--- config.mk ---
export PLATFORM = sky130hd
export DESIGN_NAME = ccrsx_exec
export DESIGN_NICKNAME = d
export VERILOG_FILES = /design/src/hw/ccrsx_pkg.sv /design/src/hw/ccrsx_flags.sv /design/src/hw/ccrsx_exec.sv
export SDC_FILE = /design/constraint.sdc
export NUM_CORES = 1
export LEC_CHECK = 0
export ABC_AREA = 1
export BUFFER_PORTS_ARGS = -buffer_cell sky130_fd_sc_hd__buf_2
export CAP_MARGIN = 30
export CELL_PAD_IN_SITES_DETAIL_PLACEMENT = 1
export CELL_PAD_IN_SITES_GLOBAL_PLACEMENT = 2
export CORE_UTILIZATION = 36
export CTS_CLUSTER_SIZE = 16
export DETAILED_ROUTE_END_ITERATION = 16
export PLACE_DENSITY = 0.9
export SETUP_SLACK_MARGIN = 0.1
export SLEW_MARGIN = 0
export SYNTH_ARGS = -nofsm -noshare
export SYNTH_HDL_FRONTEND = slang
export SYNTH_SLANG_ARGS = --single-unit
--- constraint.sdc ---
create_clock -name clock -period 28.5 [get_ports clock]
set_input_delay 5.7 -clock clock [delete_from_list [all_inputs] [get_ports clock]]
set_output_delay 5.7 -clock clock [all_outputs]
set_load 0.05 [all_outputs]
--- src/hw/ccrsx_pkg.sv ---
// Constants, opcodes and register map of the system instruction executor
package ccrsx_pkg;

  // ----------------------------------------------------------------
  // Register map (byte addresses)
  // ----------------------------------------------------------------
  localparam logic [7:0] ADDR_INSTR   = 8'h00;
  localparam logic [7:0] ADDR_OPA     = 8'h04;
  localparam logic [7:0] ADDR_OPB     = 8'h08;
  localparam logic [7:0] ADDR_FLAGS   = 8'h0C;
  localparam logic [7:0] ADDR_COUNT   = 8'h10;
  localparam logic [7:0] ADDR_SRC     = 8'h14;
  localparam logic [7:0] ADDR_DST     = 8'h18;
  localparam logic [7:0] ADDR_PC      = 8'h1C;
  localparam logic [7:0] ADDR_STATUS  = 8'h20;

  // ----------------------------------------------------------------
  // Status fields and reset values
  // ----------------------------------------------------------------
  localparam int unsigned STAT_BUSY    = 0;
  localparam int unsigned STAT_SLEEP   = 1;
  localparam int unsigned STAT_ILLEGAL = 2;
  localparam logic [7:0]  FLAGS_RESET  = 8'h80;
  localparam logic [15:0] WORD_RESET   = 16'h0000;

  // ----------------------------------------------------------------
  // Condition code bit positions
  // ----------------------------------------------------------------
  localparam int unsigned FLAG_H = 5;
  localparam int unsigned FLAG_N = 3;
  localparam int unsigned FLAG_Z = 2;
  localparam int unsigned FLAG_V = 1;
  localparam int unsigned FLAG_C = 0;

  // ----------------------------------------------------------------
  // Primary opcodes (upper byte of the first word)
  // ----------------------------------------------------------------
  localparam logic [7:0] OP_NOP        = 8'h00;
  localparam logic [7:0] OP_SLEEP      = 8'h01;
  localparam logic [7:0] OP_FLG_STORE  = 8'h02;
  localparam logic [7:0] OP_FLG_LOAD_R = 8'h03;
  localparam logic [7:0] OP_FLG_OR     = 8'h04;
  localparam logic [7:0] OP_FLG_XOR    = 8'h05;
  localparam logic [7:0] OP_FLG_AND    = 8'h06;
  localparam logic [7:0] OP_FLG_LOAD_I = 8'h07;
  localparam logic [7:0] OP_ADD_W      = 8'h09;
  localparam logic [7:0] OP_ADDX       = 8'h0E;
  localparam logic [7:0] OP_DAA        = 8'h0F;
  localparam logic [7:0] OP_SUB_W      = 8'h19;
  localparam logic [7:0] OP_SUBX       = 8'h1E;
  localparam logic [7:0] OP_DIVXU      = 8'h51;
  localparam logic [7:0] OP_MOVE       = 8'h7B;

  // ----------------------------------------------------------------
  // State counts
  // ----------------------------------------------------------------
  localparam logic [3:0] SHORT_STATES     = 4'h2;
  localparam logic [3:0] MOVE_BASE_STATES = 4'h9;
  localparam logic [3:0] MOVE_BASE_LOW    = 4'h8;
  localparam logic [1:0] MOVE_BYTE_LAST   = 2'h3;
  localparam logic [15:0] PC_STEP_SHORT   = 16'h0002;
  localparam logic [15:0] PC_STEP_MOVE    = 16'h0004;

  typedef enum logic [2:0] {
    ALU_NONE, ALU_ADDW, ALU_SUBW, ALU_ADDX, ALU_SUBX, ALU_DAA, ALU_DIVXU
  } ccrsx_alu_e;

endpackage

--- src/hw/ccrsx_flags.sv ---
// Arithmetic result and special flag rules for the executor
`timescale 1ns/1ps
module ccrsx_flags (
  // Operation select
  input  wire ccrsx_pkg::ccrsx_alu_e kind,
  // Operands and current flags
  input  wire logic [15:0]           op_a,
  input  wire logic [15:0]           op_b,
  input  wire logic [7:0]            flags_in,
  // Results
  output logic      [15:0]           result,
  output logic      [7:0]            flags_out
);

  logic [16:0] wide;
  logic [12:0] low12;
  logic [8:0]  byte9;
  logic [4:0]  nib5;
  logic [8:0]  adj;
  logic        adj_c;

  always_comb begin
    wide    = 17'h00000;
    low12   = 13'h0000;
    byte9   = 9'h000;
    nib5    = 5'h00;
    adj     = 9'h000;
    adj_c   = 1'b0;
    result    = op_a;
    flags_out = flags_in;
    case (kind)
      ccrsx_pkg::ALU_ADDW, ccrsx_pkg::ALU_SUBW: begin
        if (kind == ccrsx_pkg::ALU_ADDW) begin
          wide  = {1'b0, op_a} + {1'b0, op_b};
          low12 = {1'b0, op_a[11:0]} + {1'b0, op_b[11:0]};
          flags_out[ccrsx_pkg::FLAG_V] = (op_a[15] == op_b[15]) && (wide[15] != op_a[15]);
        end else begin
          wide  = {1'b0, op_a} - {1'b0, op_b};
          low12 = {1'b0, op_a[11:0]} - {1'b0, op_b[11:0]};
          flags_out[ccrsx_pkg::FLAG_V] = (op_a[15] != op_b[15]) && (wide[15] != op_a[15]);
        end
        result = wide[15:0];
        flags_out[ccrsx_pkg::FLAG_H] = low12[12];
        flags_out[ccrsx_pkg::FLAG_N] = wide[15];
        flags_out[ccrsx_pkg::FLAG_Z] = (wide[15:0] == 16'h0000);
        flags_out[ccrsx_pkg::FLAG_C] = wide[16];
      end
      ccrsx_pkg::ALU_ADDX, ccrsx_pkg::ALU_SUBX: begin
        if (kind == ccrsx_pkg::ALU_ADDX) begin
          byte9 = {1'b0, op_a[7:0]} + {1'b0, op_b[7:0]} + {8'h00, flags_in[ccrsx_pkg::FLAG_C]};
          nib5  = {1'b0, op_a[3:0]} + {1'b0, op_b[3:0]} + {4'h0, flags_in[ccrsx_pkg::FLAG_C]};
          flags_out[ccrsx_pkg::FLAG_V] = (op_a[7] == op_b[7]) && (byte9[7] != op_a[7]);
        end else begin
          byte9 = {1'b0, op_a[7:0]} - {1'b0, op_b[7:0]} - {8'h00, flags_in[ccrsx_pkg::FLAG_C]};
          nib5  = {1'b0, op_a[3:0]} - {1'b0, op_b[3:0]} - {4'h0, flags_in[ccrsx_pkg::FLAG_C]};
          flags_out[ccrsx_pkg::FLAG_V] = (op_a[7] != op_b[7]) && (byte9[7] != op_a[7]);
        end
        result = {op_a[15:8], byte9[7:0]};
        flags_out[ccrsx_pkg::FLAG_H] = nib5[4];
        flags_out[ccrsx_pkg::FLAG_N] = byte9[7];
        // Zero only ever survives, so multi-byte chains test the whole value
        flags_out[ccrsx_pkg::FLAG_Z] = (byte9[7:0] == 8'h00) ?
                                       flags_in[ccrsx_pkg::FLAG_Z] : 1'b0;
        flags_out[ccrsx_pkg::FLAG_C] = byte9[8];
      end
      ccrsx_pkg::ALU_DAA: begin
        adj = {1'b0, op_a[7:0]};
        if (op_a[3:0] > 4'h9 || flags_in[ccrsx_pkg::FLAG_H]) begin
          adj = adj + 9'h006;
        end
        if (op_a[7:0] > 8'h99 || flags_in[ccrsx_pkg::FLAG_C]) begin
          adj   = adj + 9'h060;
          adj_c = 1'b1;
        end
        result = {op_a[15:8], adj[7:0]};
        flags_out[ccrsx_pkg::FLAG_N] = adj[7];
        flags_out[ccrsx_pkg::FLAG_Z] = (adj[7:0] == 8'h00);
        if (adj_c) begin
          flags_out[ccrsx_pkg::FLAG_C] = 1'b1;
        end
      end
      ccrsx_pkg::ALU_DIVXU: begin
        if (op_b[7:0] != 8'h00) begin
          result = {8'(op_a % {8'h00, op_b[7:0]}), 8'(op_a / {8'h00, op_b[7:0]})};
        end
        flags_out[ccrsx_pkg::FLAG_N] = op_b[7];
        flags_out[ccrsx_pkg::FLAG_Z] = (op_b[7:0] == 8'h00);
      end
      default: begin
        result    = op_a;
        flags_out = flags_in;
      end
    endcase
  end

endmodule

--- src/hw/ccrsx_exec.sv ---
// System instruction executor: power-down, block move, flag register ops
//
// Design decisions made here: the register addresses and strobed register access.
`timescale 1ns/1ps
// Function
// - The power-down instruction enters low-power mode in 2 states and leaves every flag.
// - Block move copies bytes source to destination, bumping both pointers, until count is 0.
// - In the lower-cost variant the block move takes 4n + 8 states instead of 4n + 9.
// - Word add and subtract set half-carry on a carry or borrow at bit 11, else clear it.
// - Extended add and subtract keep zero on a zero result and clear it otherwise.
// - Decimal adjust sets carry when the adjustment carries and otherwise keeps it.
// - Unsigned divide sets negative when the divisor is negative, else clears it.
// - Unsigned divide sets zero when the divisor is zero, else clears it.
// - The primary opcode is bits 15 to 8 of the first instruction word.
module ccrsx_exec #(
  parameter bit LOW_COST = 1'b0
) (
  // Clock and reset
  input  wire logic        clock,
  input  wire logic        arst_n,
  // Register port
  input  wire logic [7:0]  reg_addr,
  input  wire logic [15:0] reg_wdata,
  input  wire logic        reg_wr,
  input  wire logic        reg_rd,
  output logic      [15:0] reg_rdata,
  // Data memory port
  output logic      [15:0] mem_addr,
  output logic      [7:0]  mem_wdata,
  output logic             mem_rd,
  output logic             mem_wr,
  input  wire logic [7:0]  mem_rdata,
  // Status
  output logic             busy,
  output logic             low_power
);

  typedef enum logic [2:0] {ST_IDLE, ST_EXEC, ST_MOVE_PRE, ST_MOVE} ccrsx_state_e;

  // ----------------------------------------------------------------
  // State
  // ----------------------------------------------------------------
  ccrsx_state_e         state_reg;
  logic [15:0]          instr_reg;
  logic [15:0]          opa_reg;
  logic [15:0]          opb_reg;
  logic [7:0]           condition_code_reg;
  logic [7:0]           move_count_reg;
  logic [15:0]          move_source_ptr;
  logic [15:0]          move_dest_ptr;
  logic [15:0]          pc_reg;
  logic [3:0]           wait_reg;
  logic [1:0]           phase_reg;
  logic [7:0]           move_byte_reg;
  logic                 sleep_reg;
  logic                 illegal_reg;
  logic [15:0]          rdata_reg;
  ccrsx_pkg::ccrsx_alu_e alu_kind;
  logic [15:0]          alu_result;
  logic [7:0]           alu_flags;
  logic [7:0]           opcode;
  logic [7:0]           imm;
  logic                 idle;
  logic                 start;
  logic                 finish;
  logic                 legal;
  logic                 move_done;
  logic [3:0]           move_base;

  assign opcode    = instr_reg[15:8];
  assign imm       = instr_reg[7:0];
  assign idle      = (state_reg == ST_IDLE);
  assign start     = idle && !sleep_reg && reg_wr && (reg_addr == ccrsx_pkg::ADDR_INSTR);
  assign finish    = (state_reg == ST_EXEC) && (wait_reg == 4'h0);
  assign move_done = (state_reg == ST_MOVE) && (phase_reg == ccrsx_pkg::MOVE_BYTE_LAST);
  assign move_base = LOW_COST ? ccrsx_pkg::MOVE_BASE_LOW
                              : ccrsx_pkg::MOVE_BASE_STATES;

  assign busy      = !idle;
  assign low_power = sleep_reg;
  assign reg_rdata = rdata_reg;

  // ----------------------------------------------------------------
  // Decode
  // ----------------------------------------------------------------
  always_comb begin
    alu_kind = ccrsx_pkg::ALU_NONE;
    legal    = 1'b1;
    case (opcode)
      ccrsx_pkg::OP_ADD_W: alu_kind = ccrsx_pkg::ALU_ADDW;
      ccrsx_pkg::OP_SUB_W: alu_kind = ccrsx_pkg::ALU_SUBW;
      ccrsx_pkg::OP_ADDX:  alu_kind = ccrsx_pkg::ALU_ADDX;
      ccrsx_pkg::OP_SUBX:  alu_kind = ccrsx_pkg::ALU_SUBX;
      ccrsx_pkg::OP_DAA:   alu_kind = ccrsx_pkg::ALU_DAA;
      ccrsx_pkg::OP_DIVXU: alu_kind = ccrsx_pkg::ALU_DIVXU;
      ccrsx_pkg::OP_NOP, ccrsx_pkg::OP_SLEEP, ccrsx_pkg::OP_FLG_STORE,
      ccrsx_pkg::OP_FLG_LOAD_R, ccrsx_pkg::OP_FLG_LOAD_I, ccrsx_pkg::OP_FLG_AND,
      ccrsx_pkg::OP_FLG_OR, ccrsx_pkg::OP_FLG_XOR, ccrsx_pkg::OP_MOVE: legal = 1'b1;
      default: legal = 1'b0;
    endcase
  end

  ccrsx_flags u_flags (
    .kind      (alu_kind),
    .op_a      (opa_reg),
    .op_b      (opb_reg),
    .flags_in  (condition_code_reg),
    .result    (alu_result),
    .flags_out (alu_flags)
  );

  // ----------------------------------------------------------------
  // Sequencer
  // ----------------------------------------------------------------
  always_ff @(posedge clock or negedge arst_n) begin
    if (!arst_n) begin
      state_reg <= ST_IDLE;
      wait_reg  <= 4'h0;
      phase_reg <= 2'h0;
    end else begin
      case (state_reg)
        ST_IDLE: begin
          phase_reg <= 2'h0;
          if (start) begin
            if (reg_wdata[15:8] == ccrsx_pkg::OP_MOVE) begin
              state_reg <= ST_MOVE_PRE;
              wait_reg  <= move_base - 4'h1;
            end else begin
              state_reg <= ST_EXEC;
              wait_reg  <= ccrsx_pkg::SHORT_STATES - 4'h1;
            end
          end
        end
        ST_EXEC: begin
          wait_reg <= wait_reg - 4'h1;
          if (finish) begin
            state_reg <= ST_IDLE;
          end
        end
        ST_MOVE_PRE: begin
          wait_reg <= wait_reg - 4'h1;
          if (wait_reg == 4'h0) begin
            // A zero count ends here, after the fixed overhead only
            state_reg <= (move_count_reg == 8'h00) ? ST_IDLE : ST_MOVE;
          end
        end
        ST_MOVE: begin
          phase_reg <= phase_reg + 2'h1;
          if (move_done && move_count_reg == 8'h01) begin
            state_reg <= ST_IDLE;
          end
        end
        default: state_reg <= ST_IDLE;
      endcase
    end
  end

  // ----------------------------------------------------------------
  // Block move data path: read, capture, write, step
  // ----------------------------------------------------------------
  assign mem_rd    = (state_reg == ST_MOVE) && (phase_reg == 2'h0);
  assign mem_wr    = (state_reg == ST_MOVE) && (phase_reg == 2'h2);
  assign mem_addr  = (phase_reg[1]) ? move_dest_ptr : move_source_ptr;
  assign mem_wdata = move_byte_reg;

  always_ff @(posedge clock or negedge arst_n) begin
    if (!arst_n) begin
      move_byte_reg <= 8'h00;
    end else if (state_reg == ST_MOVE && phase_reg == 2'h1) begin
      move_byte_reg <= mem_rdata;
    end
  end

  always_ff @(posedge clock or negedge arst_n) begin
    if (!arst_n) begin
      move_count_reg  <= 8'h00;
      move_source_ptr <= ccrsx_pkg::WORD_RESET;
      move_dest_ptr   <= ccrsx_pkg::WORD_RESET;
    end else if (move_done) begin
      move_source_ptr <= move_source_ptr + 16'h0001;
      move_dest_ptr   <= move_dest_ptr + 16'h0001;
      move_count_reg  <= move_count_reg - 8'h01;
    end else if (idle && reg_wr) begin
      if (reg_addr == ccrsx_pkg::ADDR_COUNT) begin
        move_count_reg <= reg_wdata[7:0];
      end else if (reg_addr == ccrsx_pkg::ADDR_SRC) begin
        move_source_ptr <= reg_wdata;
      end else if (reg_addr == ccrsx_pkg::ADDR_DST) begin
        move_dest_ptr <= reg_wdata;
      end
    end
  end

  // ----------------------------------------------------------------
  // Instruction, operands and program counter
  // ----------------------------------------------------------------
  always_ff @(posedge clock or negedge arst_n) begin
    if (!arst_n) begin
      instr_reg <= ccrsx_pkg::WORD_RESET;
      opa_reg   <= ccrsx_pkg::WORD_RESET;
      opb_reg   <= ccrsx_pkg::WORD_RESET;
    end else if (finish) begin
      if (alu_kind != ccrsx_pkg::ALU_NONE) begin
        opa_reg <= alu_result;
      end else if (opcode == ccrsx_pkg::OP_FLG_STORE) begin
        opa_reg <= {opa_reg[15:8], condition_code_reg};
      end
    end else if (start) begin
      instr_reg <= reg_wdata;
    end else if (idle && reg_wr) begin
      if (reg_addr == ccrsx_pkg::ADDR_OPA) begin
        opa_reg <= reg_wdata;
      end else if (reg_addr == ccrsx_pkg::ADDR_OPB) begin
        opb_reg <= reg_wdata;
      end
    end
  end

  always_ff @(posedge clock or negedge arst_n) begin
    if (!arst_n) begin
      pc_reg <= ccrsx_pkg::WORD_RESET;
    end else if (finish) begin
      pc_reg <= pc_reg + ccrsx_pkg::PC_STEP_SHORT;
    end else if (state_reg == ST_MOVE_PRE && wait_reg == 4'h0 && move_count_reg == 8'h00) begin
      pc_reg <= pc_reg + ccrsx_pkg::PC_STEP_MOVE;
    end else if (move_done && move_count_reg == 8'h01) begin
      pc_reg <= pc_reg + ccrsx_pkg::PC_STEP_MOVE;
    end else if (idle && reg_wr && reg_addr == ccrsx_pkg::ADDR_PC) begin
      pc_reg <= reg_wdata;
    end
  end

  // ----------------------------------------------------------------
  // Condition code register
  // ----------------------------------------------------------------
  always_ff @(posedge clock or negedge arst_n) begin
    if (!arst_n) begin
      condition_code_reg <= ccrsx_pkg::FLAGS_RESET;
    end else if (finish) begin
      // Power-down, store and no-operation fall through and leave flags
      if (alu_kind != ccrsx_pkg::ALU_NONE) begin
        condition_code_reg <= alu_flags;
      end else if (opcode == ccrsx_pkg::OP_FLG_LOAD_I) begin
        condition_code_reg <= imm;
      end else if (opcode == ccrsx_pkg::OP_FLG_LOAD_R) begin
        condition_code_reg <= opa_reg[7:0];
      end else if (opcode == ccrsx_pkg::OP_FLG_AND) begin
        condition_code_reg <= condition_code_reg & imm;
      end else if (opcode == ccrsx_pkg::OP_FLG_OR) begin
        condition_code_reg <= condition_code_reg | imm;
      end else if (opcode == ccrsx_pkg::OP_FLG_XOR) begin
        condition_code_reg <= condition_code_reg ^ imm;
      end
    end else if (idle && reg_wr && reg_addr == ccrsx_pkg::ADDR_FLAGS) begin
      condition_code_reg <= reg_wdata[7:0];
    end
  end

  // ----------------------------------------------------------------
  // Power-down and illegal flags; completion wins over a clear
  // ----------------------------------------------------------------
  always_ff @(posedge clock or negedge arst_n) begin
    if (!arst_n) begin
      sleep_reg   <= 1'b0;
      illegal_reg <= 1'b0;
    end else begin
      if (finish && opcode == ccrsx_pkg::OP_SLEEP) begin
        sleep_reg <= 1'b1;
      end else if (reg_wr && reg_addr == ccrsx_pkg::ADDR_STATUS &&
                   reg_wdata[ccrsx_pkg::STAT_SLEEP]) begin
        sleep_reg <= 1'b0;
      end
      if (finish && !legal) begin
        illegal_reg <= 1'b1;
      end else if (reg_wr && reg_addr == ccrsx_pkg::ADDR_STATUS &&
                   reg_wdata[ccrsx_pkg::STAT_ILLEGAL]) begin
        illegal_reg <= 1'b0;
      end
    end
  end

  // ----------------------------------------------------------------
  // Read port
  // ----------------------------------------------------------------
  always_ff @(posedge clock or negedge arst_n) begin
    if (!arst_n) begin
      rdata_reg <= 16'h0000;
    end else if (reg_rd) begin
      if (reg_addr == ccrsx_pkg::ADDR_INSTR) begin
        rdata_reg <= instr_reg;
      end else if (reg_addr == ccrsx_pkg::ADDR_OPA) begin
        rdata_reg <= opa_reg;
      end else if (reg_addr == ccrsx_pkg::ADDR_OPB) begin
        rdata_reg <= opb_reg;
      end else if (reg_addr == ccrsx_pkg::ADDR_FLAGS) begin
        rdata_reg <= {8'h00, condition_code_reg};
      end else if (reg_addr == ccrsx_pkg::ADDR_COUNT) begin
        rdata_reg <= {8'h00, move_count_reg};
      end else if (reg_addr == ccrsx_pkg::ADDR_SRC) begin
        rdata_reg <= move_source_ptr;
      end else if (reg_addr == ccrsx_pkg::ADDR_DST) begin
        rdata_reg <= move_dest_ptr;
      end else if (reg_addr == ccrsx_pkg::ADDR_PC) begin
        rdata_reg <= pc_reg;
      end else if (reg_addr == ccrsx_pkg::ADDR_STATUS) begin
        rdata_reg <= {13'h0000, illegal_reg, sleep_reg, !idle};
      end else begin
        rdata_reg <= 16'h0000;
      end
    end
  end

endmodule

==> results.md, run 1 <==
- WP data required: 28890 ps
- Synth Flop Type: dfrtp_1
- Least-Margin Pin Slew: 1020 ps
- Post-Syn Area: 18300 µm²
- CTS Root Buffer Type: clkbuf_16
- Worst EP arrival: 26520 ps
- Fill cell count: 6579
- Cells after Synth: 2819
- Slowest stage delay, CP: 380 ps
- Die W: 227 µm
- Slowest stage cell on the critical path: dfrtp_1
- Final slew viol count: 0
- Die height: 227 µm
- Non-filler cells, final: 3602
- Top cells by area, synth: dfrtp_1, nand2_1, ha_1
- Hold_buf cts: 0
- Hold/Removal Path Class: flip-flop to flip-flop
- Vias/cell: 5.50
- Synth unique cells: 63
- I/O pin count: 80
- First-pass GRT wire length: 111 mm
- Cell mode on critical path: nand2_1
- ANT cells: 0
- TritonCTS clock tree: built
- GRT Overall Usage: 0.276
- Max Cap Violations: 0
- IO buf count: 79
- Dominant cell type by area after synthesis: dfrtp_1
- Final Hold Fails: 0
- FP Rows: 82
- Yosys reg bits: 146
- Largest net degree at the start of global routing: 70
- Setup crit end kind: flip-flop
- Total wire length: 71.6 mm
- Number of buffers created by CTS: 17
- Startpoint types: flip-flop
- Status: complete, no violations
- WL per Instance: 19.9 µm
- H-tree depth: 4
- Via count: 19797
- Fin crit period: 26120 ps
- Yosys top cell area share: 0.198
- Worst Path Class, Setup: flip-flop to flip-flop
- EDFF count, synth: 0
- Synthesized area per cell: 6.49 µm²
- Core area: 50200 µm²
- Share of layout cells above drive strength 1: 0.112
- Worst-Skew Late Latency: 470 ps
- Worst slew margin: 0.311
- Async set or reset register ratio after synthesis: 1.00
- Vias in the first global route: 20318
- RePlAce Congestion: 0.969
- Post-synthesis sequential area ratio: 0.200
- Max FO, Critical Path: 15
- Nets: 3153
- Synth warnings: 0
- CTS max path bufs: 2
- Clock transition at the registers of the reported paths: 80 ps
- Final period utilization: 0.917
- Final core occ: 0.413
- Area Growth Syn to Fin: 13.2%
- Congestion Overflow GR: 0
- Post-Place Cells: 3526
- Initial DRC count: 1016
- Final setup fails: 0
- Drt pass-1 iters: 5
- Syn_nets: 3055
- Skew final: 16.0 ps
- DRC: 0
- Hpwl dp: 57.1 mm
- Fmax: 38.3 MHz
- Clock sink count: 146
- Starting Density: 0.365
- Routed Antenna Nets: 0
- Die footprint: 51700 µm²
- Antenna violations before repair: 0
cells in the final DEF, fill, tap and decap left out, types with 8 or more instances in the layout:
| cell type | synthesis | routed |
|---|---|---|
| nor3_1 | 40 | 38 |
| mux2_2 | 16 | 16 |
| o2111ai_1 | 14 | 14 |
| o21ai_0 | 227 | 218 |
| a31oi_1 | 18 | 18 |
| xnor2_1 | 36 | 36 |
| o22ai_1 | 15 | 15 |
| nor2_4 | 8 | 12 |
| dfrtp_1 | 145 | 139 |
| clkbuf_16 | 0 | 17 |
| a21o_1 | 15 | 15 |
| a21oi_1 | 168 | 162 |
| nand2_2 | 13 | 16 |
| xor2_1 | 87 | 87 |
| nor2_1 | 222 | 217 |
| o221ai_1 | 21 | 21 |
| buf_2 | 6 | 78 |
| o211ai_1 | 40 | 40 |
| inv_6 | 0 | 10 |
| nor4_1 | 12 | 9 |
| buf_4 | 0 | 69 |
| nand2_1 | 657 | 654 |
| inv_2 | 18 | 12 |
| nand3_2 | 16 | 15 |
| ha_1 | 193 | 193 |
| nor2_2 | 8 | 10 |
| o21bai_1 | 12 | 12 |
| nand4_1 | 27 | 27 |
| inv_1 | 422 | 419 |
| a22oi_1 | 13 | 12 |
| nand3_1 | 157 | 156 |
| or2_2 | 8 | 8 |
| o21ai_1 | 20 | 24 |
worst paths after layout:
check	depth (start not counted)	start	slack, ps	to
max	187	opb_reg[0]	2380	opa_reg[13]
min	2	reg_rdata[0]	490	reg_rdata[0]
max reg2reg	187	opb_reg[0]	2380	opa_reg[13]
min reg2reg	2	reg_rdata[0]	490	reg_rdata[0]
max in group asynchronous	3	arst_n	21940	condition_code_reg[7]
min in group asynchronous	1	arst_n	5260	move_source_ptr[12]
per-stage QoR:
stage / worst slack, ps / area [µm²] / setup TNS (ps) / hold slack (ps)
CTS: 103 / 20200 / 0 / 496
finish: 2380 / 20700 / 0 / 493
global route: -9.38 / 20700 / -9.38 / 531
detailed placement: -562 / 19500 / -4880 / 479
global placement: 942 / 19500 / 0 / 465
floorplan: 3240 / 18300 / 0 / 453
cell type report:
type	count	area, µm²	area share
Multi-Input combinational cell	2155	12900	0.624
Sequential cell	146	3660	0.177
Inverter	447	1720	0.0832
Timing Repair Buffer	149	947	0.0457
Tap cell	672	841	0.0406
Clock buffer	17	425	0.0205
Clock inverter	15	189	0.00912
Timing Repair inverter	1	5.00	0.000242
critical path, delay by kind of cell, from the launching register on:
kind	cells	cell delay [ps]
xor+xnor	1	130
simple gates	90	9520
compound gates	52	8430
buf+inv	28	2620
fa+ha+maj	16	4960
flops	1	380
kinds of logic after synthesis:
group                    count (synthesis)  share of synthesized area
adder cells (fa/ha/maj)                200                      0.140
AO/OA/AOI/OAI                          613                      0.197
buffers and inverters                  522                      0.108
AND/OR/NAND/NOR                       1198                      0.286
multiplexers                            17                     0.0104
flip-flops                             146                      0.200
XOR/XNOR                               123                     0.0589
synthesized netlist by cell type (all sizes together), types with 18 or more instances:
library cell / count
clkbuf: 66
ha: 193
nand4: 27
inv: 440
a31oi: 18
xor2: 87
nand3: 176
o21ai: 250
xnor2: 36
nor3: 42
o211ai: 40
o221ai: 21
nand2: 676
a21oi: 169
dfrtp: 145
nor2: 239
timing repair:
| action | 4_1_cts | 5_1_grt |
|---|---|---|
| pin swaps | 0 | 13 |
| gates cloned | 0 | 5 |
| buffers inserted | 0 | 39 |
| resized for setup | 8 | 71 |
| endpoints found under the setup margin | 9 | 10 |
| hold endpoints to repair | 0 | 0 |
routing by layer:
layer	track usage	wire, µm	vias up
met2	0.500	35900	456
li1	-	-	9549
met1	0.323	30300	9634
met4	0.123	3030	0
met3	0.0325	2440	158
met5	0	0	-
Power of run 1 is left out: the tool's default activity adds up to more than one toggle a clock period on the data nets, which glitch-free logic cannot reach.
==> run 2, diff against run 1 <==
- CORE_MARGIN: unset -> 5
- SYNTH_HIERARCHICAL: unset -> 1
==> results.md, run 2 <==
- Status: complete, no violations (unchanged)
- Nets: 3309 (was 3153)
- Leak: 0.0115 µW
- Core area: 52900 µm² (was 50200 µm²)
- Post-Place Cells: 3682 (was 3526)
- I/O pin count: 80 (unchanged)
- Drt pass-1 iters: 6 (was 5)
- Congestion Overflow GR: 0 (unchanged)
- Post-Syn Area: 19300 µm² (was 18300 µm²)
- EDFF count, synth: 0 (unchanged)
- Total wire length: 80.3 mm (was 71.6 mm)
- ANT cells: 0 (unchanged)
- Vias/cell: 5.59 (was 5.50)
- Starting Density: 0.365 (about the same)
- Most frequent cells in the layout: nand2_1, inv_1, nor2_1 (was nand2_1, inv_1, o21ai_0)
- Worst slew margin: 0.304 (was 0.311)
- Final period utilization: 0.943 (was 0.917)
- Clock transition at the registers of the reported paths: 60 ps (was 80 ps)
- Setup crit end kind: flip-flop (unchanged)
- Hold/Removal Path Class: flip-flop to flip-flop (unchanged)
- IO buf count: 79 (unchanged)
- Clk pwr share: 0.460
- Die W: 242 µm (was 227 µm)
- Number of buffers created by CTS: 17 (unchanged)
- Final slew viol count: 0 (unchanged)
- Antenna violations before repair: 1 (was 0)
- Final setup fails: 0 (unchanged)
- Non-filler cells, final: 3774 (was 3602)
- Cells after Synth: 2949 (was 2819)
- Synth unique cells: 74 (was 63)
- Clock sink count: 146 (unchanged)
- TritonCTS clock tree: built (unchanged)
- Combinational share of power: 0.110
- GRT Overall Usage: 0.259 (was 0.276)
- Cell mode on critical path: nand2_1 (unchanged)
- Count leader, synth: nand2_1 (unchanged)
- Hold WS: 499 ps (was 493 ps)
- Via count: 21115 (was 19797)
- Max FO, Critical Path: 10 (was 15)
- Skew final: 6.28 ps (was 16.0 ps)
- DRC: 0 (unchanged)
- CTS Root Buffer Type: clkbuf_16 (unchanged)
- WL per Instance: 21.3 µm (was 19.9 µm)
- Synth warnings: 6 (was 0)
- Initial DRC count: 1169 (was 1016)
- Worst-Skew Late Latency: 460 ps (was 470 ps)
- Yosys top cell area share: 0.188 (was 0.198)
- Fill cell count: 6973 (was 6579)
- Fmax: 37.2 MHz (was 38.3 MHz)
- Die height: 242 µm (was 227 µm)
- Largest net degree at the start of global routing: 76 (was 70)
- Max IR drop VDD: 45.0 µV
- Psw: 150 µW
- Top cells by area, synth: dfrtp_1, nand2_1, ha_1 (unchanged)
- Fin crit period: 26880 ps (was 26120 ps)
- Worst slack, placed: -824 ps (was -562 ps)
- Slowest stage delay, CP: 430 ps (was 380 ps)
- Share of layout cells above drive strength 1: 0.152 (was 0.112)
- Synthesized area per cell: 6.55 µm² (was 6.49 µm²)
- Int Pwr: 357 µW
- First-pass GRT wire length: 123 mm (was 111 mm)
- Delay-heaviest family, CP: compound AO/OA/AOI/OAI gates (was simple AND/OR/NAND/NOR gates)
- Top post-synthesis cells by count: nand2_1, inv_1, nor2_1, o21ai_0, a21oi_1 (was nand2_1, inv_1, o21ai_0, nor2_1, ha_1)
- WP data required: 28880 ps (was 28890 ps)
- Pwr per Cell Area: 23.0 nW/µm²
- Sum Neg Setup Slack: 0 ps (unchanged)
- Syn_nets: 3185 (was 3055)
- Least-Margin Pin Slew: 1040 ps (was 1020 ps)
- Async set or reset register ratio after synthesis: 1.00 (unchanged)
- Sw Share: 0.296
- Vias in the first global route: 21954 (was 20318)
- Max Cap Violations: 0 (unchanged)
- Slowest stage cell on the critical path: dfrtp_2 (was dfrtp_1)
- Final Hold Fails: 0 (unchanged)
- CTS max path bufs: 2 (unchanged)
- H-tree depth: 4 (unchanged)
- Synth Flop Type: dfrtp_1 (unchanged)
- Worst setup margin: 1620 ps (was 2380 ps)
- Worst Path Class, Setup: flip-flop to flip-flop (unchanged)
- Startpoint types: flip-flop (unchanged)
- Dominant cell type by area after synthesis: dfrtp_1 (unchanged)
- Worst EP arrival: 27260 ps (was 26520 ps)
- Power share of the sequential group: 0.430
- Most common cell after layout, fill and taps aside: nand2_1 (unchanged)
- Yosys reg bits: 146 (unchanged)
- Hpwl dp: 62.0 mm (was 57.1 mm)
- Routed Antenna Nets: 0 (unchanged)
- RePlAce Congestion: 0.930 (was 0.969)
- Area Growth Syn to Fin: 14.1% (was 13.2%)
- Die footprint: 58400 µm² (was 51700 µm²)
- Post-synthesis sequential area ratio: 0.189 (was 0.200)
- FP Rows: 84 (was 82)
- Bufs and invs on worst path: 24 (was 28)
[run 2: cell types whose count changed after synthesis, sizes merged, moves of 27 or more]
cell | before | now
buf | 9 | 39
nand2 | 676 | 723
nor2 | 239 | 301
inv | 440 | 413
a21oi | 169 | 204
clkbuf | 66 | 38
[run 2: metrics by stage]
| stage | area, µm² | utilization | power, µW |
|---|---|---|---|
| after floorplan | 19300 | - | 253 |
| after global placement | 20500 | 0.387 | 275 |
| after detailed placement | 20500 | 0.388 | 277 |
| after CTS | 21200 | 0.401 | 511 |
| after global routing | 22000 | 0.417 | 523 |
| final | 22000 | 0.417 | 507 |
[run 2: kinds of logic after synthesis]
group                    after synthesis  synth area share
AO/OA/AOI/OAI                        630             0.190
XOR/XNOR                             123            0.0558
adder cells (fa/ha/maj)              200             0.132
buffers and inverters                498             0.103
flip-flops                           146             0.189
multiplexers                           9           0.00519
AND/OR/NAND/NOR                     1343             0.325
[run 2: cell type report]
cell class                      instances  area [µm²]  area share
Clock inverter                         13         138     0.00625
Timing Repair inverter                  1        5.00    0.000227
Sequential cell                       146        3660       0.166
Tap cell                              688         861      0.0391
Inverter                              421        1620      0.0736
Timing Repair Buffer                  180        1210      0.0548
Multi-Input combinational cell       2306       14100       0.640
Clock buffer                           19         443      0.0201
[run 2: metal layers]
| layer | global-route usage | up-vias | wire (µm) | part of all wire |
|---|---|---|---|---|
| met5 | 0 | - | 13 | 0.00016 |
| met4 | 0.115 | 2 | 4060 | 0.051 |
| met3 | 0.0321 | 196 | 3320 | 0.041 |
| met2 | 0.453 | 534 | 38600 | 0.48 |
| met1 | 0.320 | 10416 | 34300 | 0.43 |
| li1 | - | 9967 | - | - |
[run 2: worst paths after layout]
kind / cells after the start / slack (ps) / endpoint / startpoint
worst max-delay path: 205 / 1620 / opa_reg[9] / opa_reg[15]
worst min-delay path: 1 / 500 / mem_wdata[6] / mem_wdata[6]
worst max register to register: 205 / 1620 / opa_reg[9] / opa_reg[15]
worst min register to register: 1 / 500 / mem_wdata[6] / mem_wdata[6]
max in group asynchronous: 3 / 21890 / condition_code_reg[7] / arst_n
min in group asynchronous: 1 / 5270 / wait_reg[0] / arst_n
[run 2: power by group through the flow]
stage	Clock [µW]	Sequential [µW]	Combinational, µW
finish	233	218	55.6
global route	245	219	59.8
CTS	237	218	55.8
detailed placement	0	222	55.4
global placement	0	222	53.8
floorplan	0	227	25.5
[run 2: worst register-to-register path, delay by kind of cell (launching register included)]
| kind | cells | cell delay, ps |
|---|---|---|
| adders and majority gates | 16 | 4430 |
| and+or+nand+nor | 94 | 9180 |
| DFF | 1 | 430 |
| buffers and inverters | 24 | 2080 |
| xor gates and xnor gates | 1 | 150 |
| AOI/OAI and AO/OA | 70 | 10530 |
[run 2: repair_timing]
action / 4_1_cts / 5_1_grt
setup endpoints to repair: 9 / 10
pin swaps: 2 / 42
hold buffers: 0 / 0
gates cloned: 1 / 1
gates resized for setup: 18 / 96
setup buffers: 3 / 55
Power figures use the tool's default switching activity.
